$ cat config.mk
export PLATFORM = sky130hd
export DESIGN_NAME = iso_uframe_engine
export DESIGN_NICKNAME = d
export VERILOG_FILES = /design/src/logic/iso_uframe_pkg.sv /design/src/logic/irq_event_bank.sv /design/src/logic/iso_uframe_engine.sv
export SDC_FILE = /design/constraint.sdc
export NUM_CORES = 1
export LEC_CHECK = 0
export BUFFER_PORTS_ARGS = -buffer_cell sky130_fd_sc_hd__buf_2
export CAP_MARGIN = 20
export CORE_ASPECT_RATIO = 1.75
export CORE_MARGIN = 2
export CORE_UTILIZATION = 55
export DETAILED_ROUTE_END_ITERATION = 16
export GPL_TIMING_DRIVEN = 0
export PLACE_DENSITY = 0.76
export SYNTH_ARGS = -nofsm -noshare
export SYNTH_HDL_FRONTEND = slang
export SYNTH_SLANG_ARGS = --single-unit
export TNS_END_PERCENT = 30
$ cat constraint.sdc
create_clock -name clock -period 4.4 [get_ports clock]
set_input_delay 0.88 -clock clock [delete_from_list [all_inputs] [get_ports clock]]
set_output_delay 0.88 -clock clock [all_outputs]
set_load 0.01 [all_outputs]
$ cat src/logic/iso_uframe_pkg.sv
// Shared constants, register map and state types of the isochronous microframe engine.
package iso_uframe_pkg;

    // Geometry of the descriptor and of the per-microframe fields.
    localparam int DATA_W     = 32;
    localparam int ADDR_W     = 6;
    localparam int DESC_WORDS = 8;
    localparam int UFRAMES    = 8;
    localparam int COUNT_W    = 12;
    localparam int RESULT_W   = 3;
    localparam int FRAME_W    = 5;
    localparam int TOKEN_W    = 2;
    localparam int EVENT_W    = 4;

    // Byte addresses on the register bus.
    localparam logic [ADDR_W-1:0] IRQ_STATUS_ADDR = 6'h20;
    localparam logic [ADDR_W-1:0] IRQ_MASK_ADDR   = 6'h24;

    // Descriptor word indices, each word at byte address four times its index.
    localparam int TOKEN_WORD  = 1;
    localparam int FRAME_WORD  = 2;
    localparam int CTRL_WORD   = 3;
    localparam int STATUS_WORD = 4;
    localparam int COUNT_WORD  = 5;

    // Field positions inside their words.
    localparam int TOKEN_LSB  = 10;
    localparam int FRAME_LSB  = 3;
    localparam int VALID_BIT  = 31;
    localparam int HALT_BIT   = 30;
    localparam int MASK_LSB   = 0;
    localparam int RESULT_LSB = 8;

    // Bits of a 3-bit microframe result.
    localparam int RES_XERR     = 0;
    localparam int RES_BABBLE   = 1;
    localparam int RES_UNDERRUN = 2;

    // Token code that marks an IN endpoint.
    localparam logic [TOKEN_W-1:0] TOKEN_IN = 2'h1;

    // Interrupt event bits.
    localparam int EV_DONE  = 0;
    localparam int EV_ERROR = 1;
    localparam int EV_HALT  = 2;
    localparam int EV_EMPTY = 3;

    localparam logic [DATA_W-1:0]  WORD_RESET  = 32'h00000000;
    localparam logic [EVENT_W-1:0] EVENT_RESET = 4'h0;

    typedef enum {PH_IDLE, PH_ISSUE, PH_WAIT, PH_WRITE} phase_t;

endpackage

$ cat src/logic/irq_event_bank.sv
// Sticky event bits with write-one-to-clear, a mask and one level interrupt.
`timescale 1ns/100ps
module irq_event_bank #(
    parameter int WIDTH = 4
) (
    input  wire logic             clock,
    input  wire logic             reset_n,
    input  wire logic [WIDTH-1:0] event_set,
    input  wire logic [WIDTH-1:0] status_clear,
    input  wire logic             mask_write,
    input  wire logic [WIDTH-1:0] mask_data,
    output logic      [WIDTH-1:0] status,
    output logic      [WIDTH-1:0] mask,
    output logic                  irq
);

    typedef struct packed {
        logic [WIDTH-1:0] status;
        logic [WIDTH-1:0] mask;
    } bank_t;

    bank_t s;
    bank_t next_s;

    initial
    begin
        if (WIDTH < 1 || WIDTH > 32)
            $error("irq_event_bank: WIDTH must lie between 1 and 32.");
    end

    // A new event in the clearing cycle survives, so no event is lost.
    always_comb
    begin
        next_s = s;
        next_s.status = (s.status & ~status_clear) | event_set;
        if (mask_write)
            next_s.mask = mask_data;
    end

    always_ff @(posedge clock)
    begin
        if (!reset_n)
            s <= '0;
        else
            s <= next_s;
    end

    assign status = s.status;
    assign mask   = s.mask;
    assign irq    = |(s.status & s.mask);

endmodule

$ cat src/logic/iso_uframe_engine.sv
// Isochronous microframe scheduler and result write-back for one transfer descriptor.
`timescale 1ns/100ps
module iso_uframe_engine #(
    parameter int FRAME_NUM_W = 11
) (
    input  wire logic                                    clock,
    input  wire logic                                    reset_n,
    input  wire logic [iso_uframe_pkg::ADDR_W-1:0]       address,
    input  wire logic                                    read,
    input  wire logic                                    write,
    input  wire logic [iso_uframe_pkg::DATA_W-1:0]       writedata,
    input  wire logic [3:0]                              byteenable,
    output logic      [iso_uframe_pkg::DATA_W-1:0]       readdata,
    output logic                                         waitrequest,
    output logic                                         irq,
    input  wire logic [FRAME_NUM_W-1:0]                  bus_frame_number,
    input  wire logic [2:0]                              bus_uframe,
    input  wire logic                                    uframe_start,
    output logic                                         xact_start,
    output logic      [2:0]                              xact_uframe,
    output logic                                         xact_in,
    input  wire logic                                    xact_done,
    input  wire logic [iso_uframe_pkg::COUNT_W-1:0]      xact_rx_count,
    input  wire logic                                    xact_error,
    input  wire logic                                    xact_babble,
    input  wire logic                                    xact_underrun,
    input  wire logic                                    xact_stall
);

    localparam int REGION_W = 3 * iso_uframe_pkg::DATA_W;

    typedef struct packed {
        iso_uframe_pkg::phase_t                                                    phase;
        logic [iso_uframe_pkg::DESC_WORDS-1:0][iso_uframe_pkg::DATA_W-1:0]         desc;
        logic [2:0]                                                                uf;
        logic [iso_uframe_pkg::COUNT_W-1:0]                                        cnt;
        logic [iso_uframe_pkg::RESULT_W-1:0]                                       res;
        logic                                                                      stall;
        logic                                                                      is_in;
        logic                                                                      ack;
        logic [iso_uframe_pkg::DATA_W-1:0]                                         rdata;
    } engine_t;

    engine_t                                   s;
    engine_t                                   next_s;
    logic [REGION_W-1:0]                       region;
    logic [iso_uframe_pkg::DATA_W-1:0]         merged;
    logic [iso_uframe_pkg::EVENT_W-1:0]        ev_set;
    logic [iso_uframe_pkg::EVENT_W-1:0]        ev_clear;
    logic [iso_uframe_pkg::EVENT_W-1:0]        ev_status;
    logic [iso_uframe_pkg::EVENT_W-1:0]        ev_mask;
    logic                                      mask_write;
    logic                                      frame_hit;
    logic [iso_uframe_pkg::UFRAMES-1:0]        active_mask;
    logic                                      desc_hit;
    logic [2:0]                                word_sel;
    logic                                      valid;

    initial
    begin
        if (FRAME_NUM_W < iso_uframe_pkg::FRAME_W)
            $error("iso_uframe_engine: FRAME_NUM_W is narrower than the frame field.");
    end

    // Bit position of microframe k's count inside the words 5..7 region.
    function automatic int count_lsb(input logic [2:0] k);
        count_lsb = int'(k) * iso_uframe_pkg::COUNT_W;
    endfunction

    // Bit position of microframe k's result inside word 4.
    function automatic int result_lsb(input logic [2:0] k);
        result_lsb = iso_uframe_pkg::RESULT_LSB + int'(k) * iso_uframe_pkg::RESULT_W;
    endfunction

    // Counts are laid out back to back over words 5..7, which yields the split fields.
    function automatic logic [iso_uframe_pkg::COUNT_W-1:0] count_of(
        input logic [iso_uframe_pkg::DESC_WORDS-1:0][iso_uframe_pkg::DATA_W-1:0] d,
        input logic [2:0] k);
        logic [REGION_W-1:0] r;
        r = {d[iso_uframe_pkg::COUNT_WORD+2], d[iso_uframe_pkg::COUNT_WORD+1],
             d[iso_uframe_pkg::COUNT_WORD]};
        count_of = r[count_lsb(k) +: iso_uframe_pkg::COUNT_W];
    endfunction

    function automatic logic [iso_uframe_pkg::RESULT_W-1:0] result_of(
        input logic [iso_uframe_pkg::DESC_WORDS-1:0][iso_uframe_pkg::DATA_W-1:0] d,
        input logic [2:0] k);
        result_of = d[iso_uframe_pkg::STATUS_WORD][result_lsb(k) +: iso_uframe_pkg::RESULT_W];
    endfunction

    assign active_mask = s.desc[iso_uframe_pkg::STATUS_WORD]
                               [iso_uframe_pkg::MASK_LSB +: iso_uframe_pkg::UFRAMES];
    assign valid       = s.desc[iso_uframe_pkg::CTRL_WORD][iso_uframe_pkg::VALID_BIT];

    // Only bits 7..3 of the frame byte take part; bits 2..0 are don't-care.
    assign frame_hit = s.desc[iso_uframe_pkg::FRAME_WORD]
                             [iso_uframe_pkg::FRAME_LSB +: iso_uframe_pkg::FRAME_W]
                       == bus_frame_number[iso_uframe_pkg::FRAME_W-1:0];

    assign desc_hit = (address[iso_uframe_pkg::ADDR_W-1] == 1'b0);
    assign word_sel = address[4:2];

    always_comb
    begin
        region = '0;
        merged = '0;
        next_s = s;
        unique case (s.phase)
            iso_uframe_pkg::PH_IDLE:
            begin
                // Each microframe start tests only the bit picked by the bus microframe,
                // so an all-ones mask runs all eight and 8'h55 runs the even ones.
                if (uframe_start && valid && frame_hit
                    && active_mask[bus_uframe])
                begin
                    next_s.phase = iso_uframe_pkg::PH_ISSUE;
                    next_s.uf    = bus_uframe;
                    next_s.is_in = s.desc[iso_uframe_pkg::TOKEN_WORD]
                                         [iso_uframe_pkg::TOKEN_LSB +: iso_uframe_pkg::TOKEN_W]
                                   == iso_uframe_pkg::TOKEN_IN;
                end
            end
            iso_uframe_pkg::PH_ISSUE:
            begin
                next_s.phase = iso_uframe_pkg::PH_WAIT;
            end
            iso_uframe_pkg::PH_WAIT:
            begin
                // Nothing is written back until the link says the payload is over.
                if (xact_done)
                begin
                    next_s.phase = iso_uframe_pkg::PH_WRITE;
                    next_s.cnt   = xact_rx_count;
                    next_s.stall = xact_stall;
                    next_s.res   = '0;
                    next_s.res[iso_uframe_pkg::RES_XERR]     = xact_error;
                    next_s.res[iso_uframe_pkg::RES_BABBLE]   = xact_babble & s.is_in;
                    next_s.res[iso_uframe_pkg::RES_UNDERRUN] = xact_underrun & ~s.is_in;
                end
            end
            iso_uframe_pkg::PH_WRITE:
            begin
                next_s.phase = iso_uframe_pkg::PH_IDLE;
                next_s.desc[iso_uframe_pkg::STATUS_WORD]
                      [result_lsb(s.uf) +: iso_uframe_pkg::RESULT_W] = s.res;
                next_s.desc[iso_uframe_pkg::STATUS_WORD]
                      [iso_uframe_pkg::MASK_LSB + int'(s.uf)] = 1'b0;
                // Counts are received bytes, so OUT microframes leave their field alone.
                if (s.is_in)
                begin
                    region = {s.desc[iso_uframe_pkg::COUNT_WORD+2],
                              s.desc[iso_uframe_pkg::COUNT_WORD+1],
                              s.desc[iso_uframe_pkg::COUNT_WORD]};
                    region[count_lsb(s.uf) +: iso_uframe_pkg::COUNT_W] = s.cnt;
                    {next_s.desc[iso_uframe_pkg::COUNT_WORD+2],
                     next_s.desc[iso_uframe_pkg::COUNT_WORD+1],
                     next_s.desc[iso_uframe_pkg::COUNT_WORD]} = region;
                end
                if (s.stall)
                begin
                    next_s.desc[iso_uframe_pkg::CTRL_WORD][iso_uframe_pkg::HALT_BIT]  = 1'b1;
                    next_s.desc[iso_uframe_pkg::CTRL_WORD]
                          [iso_uframe_pkg::VALID_BIT] = 1'b0;
                end
            end
        endcase

        // The bus is held off across write-back, so software and engine never
        // update the descriptor in the same cycle.
        next_s.ack = (read || write) && !s.ack && (next_s.phase != iso_uframe_pkg::PH_WRITE);

        if (next_s.ack && read)
        begin
            if (desc_hit)
                next_s.rdata = s.desc[word_sel];
            else if (address == iso_uframe_pkg::IRQ_STATUS_ADDR)
                next_s.rdata = {{(iso_uframe_pkg::DATA_W-iso_uframe_pkg::EVENT_W){1'b0}},
                                ev_status};
            else if (address == iso_uframe_pkg::IRQ_MASK_ADDR)
                next_s.rdata = {{(iso_uframe_pkg::DATA_W-iso_uframe_pkg::EVENT_W){1'b0}}, ev_mask};
            else
                next_s.rdata = iso_uframe_pkg::WORD_RESET;
        end

        if (s.ack && write && desc_hit)
        begin
            merged = s.desc[word_sel];
            for (int b = 0; b < 4; b++)
            begin
                if (byteenable[b])
                    merged[8*b +: 8] = writedata[8*b +: 8];
            end
            // Mask bits only move from zero to one under software.
            if (int'(word_sel) == iso_uframe_pkg::STATUS_WORD)
                merged[iso_uframe_pkg::MASK_LSB +: iso_uframe_pkg::UFRAMES] =
                    active_mask | (merged[iso_uframe_pkg::MASK_LSB +: iso_uframe_pkg::UFRAMES]);
            next_s.desc[word_sel] = merged;
        end
    end

    always_ff @(posedge clock)
    begin
        if (!reset_n)
        begin
            s       <= '0;
            s.phase <= iso_uframe_pkg::PH_IDLE;
        end
        else
            s <= next_s;
    end

    // Events are raised in the write-back cycle.
    always_comb
    begin
        ev_set = iso_uframe_pkg::EVENT_RESET;
        if (s.phase == iso_uframe_pkg::PH_WRITE)
        begin
            ev_set[iso_uframe_pkg::EV_DONE]  = 1'b1;
            ev_set[iso_uframe_pkg::EV_ERROR] = |s.res;
            ev_set[iso_uframe_pkg::EV_HALT]  = s.stall;
            ev_set[iso_uframe_pkg::EV_EMPTY] = (next_s.desc[iso_uframe_pkg::STATUS_WORD]
                [iso_uframe_pkg::MASK_LSB +: iso_uframe_pkg::UFRAMES] == '0);
        end
    end

    assign ev_clear   = (s.ack && write && address == iso_uframe_pkg::IRQ_STATUS_ADDR)
                        ? writedata[iso_uframe_pkg::EVENT_W-1:0] : iso_uframe_pkg::EVENT_RESET;
    assign mask_write = s.ack && write && (address == iso_uframe_pkg::IRQ_MASK_ADDR);

    irq_event_bank #(
        .WIDTH (iso_uframe_pkg::EVENT_W)
    ) events (
        .clock        (clock),
        .reset_n      (reset_n),
        .event_set    (ev_set),
        .status_clear (ev_clear),
        .mask_write   (mask_write),
        .mask_data    (writedata[iso_uframe_pkg::EVENT_W-1:0]),
        .status       (ev_status),
        .mask         (ev_mask),
        .irq          (irq)
    );

    assign readdata    = s.rdata;
    assign waitrequest = (read || write) && !s.ack;
    assign xact_start  = (s.phase == iso_uframe_pkg::PH_ISSUE);
    assign xact_uframe = s.uf;
    assign xact_in     = s.is_in;
endmodule

==> results.yml <==
status:
  run_status: "complete, no violations"
synth:
  synth.avg_cell_area_um2: 8.67
  synth_top_area_share_pct: 38.4
  dominantRegCellSynth: "dfxtp_1"
  netlist-cell-type-count: 80
  syn-num-nets: 2193
  synth-edff-count: 0
  synth-warning-count: 0
  netlist_instances: 2101
  ys_ff_latch: 349
  async_reset_ff_share_pct: 0
  ys_seq_area_share_pct: 38.4
  synth_largest_area_cell: "dfxtp_1"
  synth.top_cells.by_area: "dfxtp_1 (38%), mux4_2 (7.9%), nand2_1 (6.5%)"
  synth.cell_area_um2: 18200
grt:
  vias_in_the_first_global_route: 18460
  grt.overflow.total: 0
  pin_count_of_the_biggest_net_entering_global_routing: 20
  antenna_found_initial: 5
  global_route_wire_length_before_repair_um: 118000
  track_usage_pct: 46.9
sta:
  post-route-worst-setup-slack_ps: 97.8
  final_min_period_over_clock_period_pct: 97.8
  fin_tns_setup_ps: 0
  report.final.slew_viol_count: 0
  final-hold-violation-count: 0
  grt_setup_unrepaired: "false"
  timing_worst_slew_pin_value_ps: 1300
  setup_viol_count_final: 0
  clock.fmax_mhz: 232
  finalClockSkew_ps: 35.0
  timing.final.crit_period_ps: 4300
  worst_slew_margin_rel_pct: 12.9
worst_setup_path:
  timing_worst_setup_path_type: "flop to flop"
  reg2reg_setup_slack_ps: 100
  critPathCaptureType: "flop"
  cp.required_ps: 4830
  crit_path_max_fanout: 10
  critical_path_arrival_ps: 4740
  worst_r2r_path_depth: 12
  worstSetupStartpointType: "flop"
clocking:
  cts-buffers-inserted: 35
  hold_buffers: 0
  worst_skew_pair.late_latency_ps: 600
  root_buffer: "clkbuf_16"
  cts_tree: "yes"
  max-clock-path-buffers: 3
  htree_num_levels: 2
  worst_setup_hold_path_clk_slew_ps: 70
  cts_num_sinks: 349
drt:
  route.vias.total: 18692
  drt_pass1_iterations: 8
  initialDrtViolationCount: 1890
  remaining_drc_errors: 0
  vias_per_cell: 6.93
  routed_wirelength_um: 81500
  drt-wirelength-per-cell_um: 30.2
  antenna_left: 0
final_layout:
  fillCellCount: 2922
  layout-area-overhead-vs-synth_pct: 13.9
  final_net_count: 2356
  layout-drive-gt1-share_pct: 18.1
  core_utilization_of_the_finished_layout_pct: 63.2
job:
  max-cap-violations: 0
pwr:
  fin_total_pwr_mw: 6.66
  power.ir.vdd_worst_mv: 0.337
  power_density_over_cell_area_nw_per_um2: 321
  leakage_power_summed_over_all_cells_nw: 7.46
place:
  routabilityCongestion: 1.06
  numPortBuffers: 102
  dp_hpwl_um: 61600
  detailedPlace.worstSlack_ps: -1300
floorplan:
  dieWidth_um: 142
  die_area_um2: 34600
  pin_count: 117
  die_y_um: 245
  fp.coreArea_um2: 32800
  start_util_pct: 55.5
  fp-row-count: 88
worst_hold_path:
  worst_hold_path.num_cells: 2
  hold_path.class: "flop to flop"
==> synth_stat cells (35+ instances only) <==
master,count
clkbuf_1,140
nor2_1,216
mux4_2,64
a21oi_1,190
mux2i_1,83
buf_4,35
nand3_1,48
and2_1,35
mux2_2,65
o22ai_1,36
nand2_1,317
dfxtp_1,349
a211oi_1,72
==> path summary, 6_finish.rpt <==
kind | from | end
setup reg to reg | xact_uframe[1] | s[225]
hold / removal | flop | flop
setup / recovery | xact_uframe[1] | s[225]
hold reg to reg | flop | flop
==> report_power, final <==
group          internal, mW  switching [mW]
Combinational         0.131           0.321
Clock                  1.64            1.39
Sequential             3.17          0.0111
==> through the flow <==
| stage | cell area [um2] | instances | hold slack [ps] |
|---|---|---|---|
| global placement | 19200 | 2608 | 438 |
| floorplan | 18200 | 2101 | 430 |
| global route | 20700 | 2691 | 464 |
| CTS | 20600 | 2682 | 452 |
| finish | 20700 | 2696 | 452 |
| detailed placement | 19400 | 2625 | 443 |
==> layer usage <==
| layer | GRT usage (%) | vias to the layer above | part of all wire [%] |
|---|---|---|---|
| met2 | 76.8 | 1372 | 47 |
| met5 | 0.439 | - | 0.021 |
| li1 | - | 7922 | - |
| met3 | 14.8 | 573 | 10 |
| met1 | 46.2 | 8823 | 31 |
| met4 | 44.8 | 2 | 12 |
==> area by class of cell <==
class                           instances  area [um2]  area share [%]
Multi-Input combinational cell       1533       10400            50.2
Sequential cell                       349        6990            33.7
Clock buffer                           45         933            4.50
Buffer                                192         887            4.28
Timing Repair Buffer                  130         756            3.64
Tap cell                              405         507            2.44
Clock inverter                         13         163           0.784
Inverter                               23        86.3           0.416
Antenna cell                            6        15.0          0.0724
==> critical path, cell delays in order (launching register included) <==
cell,delay (ps)
dfxtp_4,390
ha_4,190
fa_1,730
clkbuf_4,340
nor3_4,80
ha_1,280
buf_1,340
o41ai_1,230
clkdlybuf4s18_2,330
nor2_1,300
nand3_1,510
mux2i_1,320
o22ai_1,100
==> layout by cell type (no fill, tap or decap), types with 14 or more instances in the layout <==
cell | synthesis | final
a211oi_1 | 72 | 71
a21oi_1 | 190 | 190
a221oi_1 | 20 | 20
a22oi_1 | 14 | 14
a31oi_1 | 16 | 16
and2_1 | 35 | 35
buf_2 | 8 | 117
buf_4 | 35 | 47
clkbuf_1 | 140 | 138
clkbuf_16 | 0 | 35
dfxtp_1 | 349 | 347
inv_1 | 22 | 22
mux2_2 | 65 | 65
mux2i_1 | 83 | 83
mux4_2 | 64 | 64
nand2_1 | 317 | 317
nand2b_1 | 15 | 15
nand3_1 | 48 | 46
nand3b_1 | 27 | 27
nand4_1 | 29 | 29
nor2_1 | 216 | 213
nor3_1 | 34 | 28
o211ai_1 | 23 | 23
o21ai_0 | 23 | 21
o22ai_1 | 36 | 36
or3_1 | 14 | 14
==> cells by family (layout without fill, tap and decap cells) <==
family                   after synthesis  after routing  synth area share (%)
flip-flops                           349            349                  38.4
AO/OA/AOI/OAI                        485            485                  17.5
buffers and inverters                219            403                  5.34
other                                  0              6                     0
multiplexers                         213            213                  16.6
XOR/XNOR                              15             15                 0.721
AND/OR/NAND/NOR                      806            806                  20.5
adder cells (fa/ha/maj)               14             14                  1.00
==> repair_timing <==
item | in CTS | in global routing
pin swaps | 2 | 2
endpoints found under the setup margin | 125 | 54
cloned | 0 | 0
setup buffers | 2 | 1
resized for setup | 30 | 12
Power figures use the tool's default switching activity.
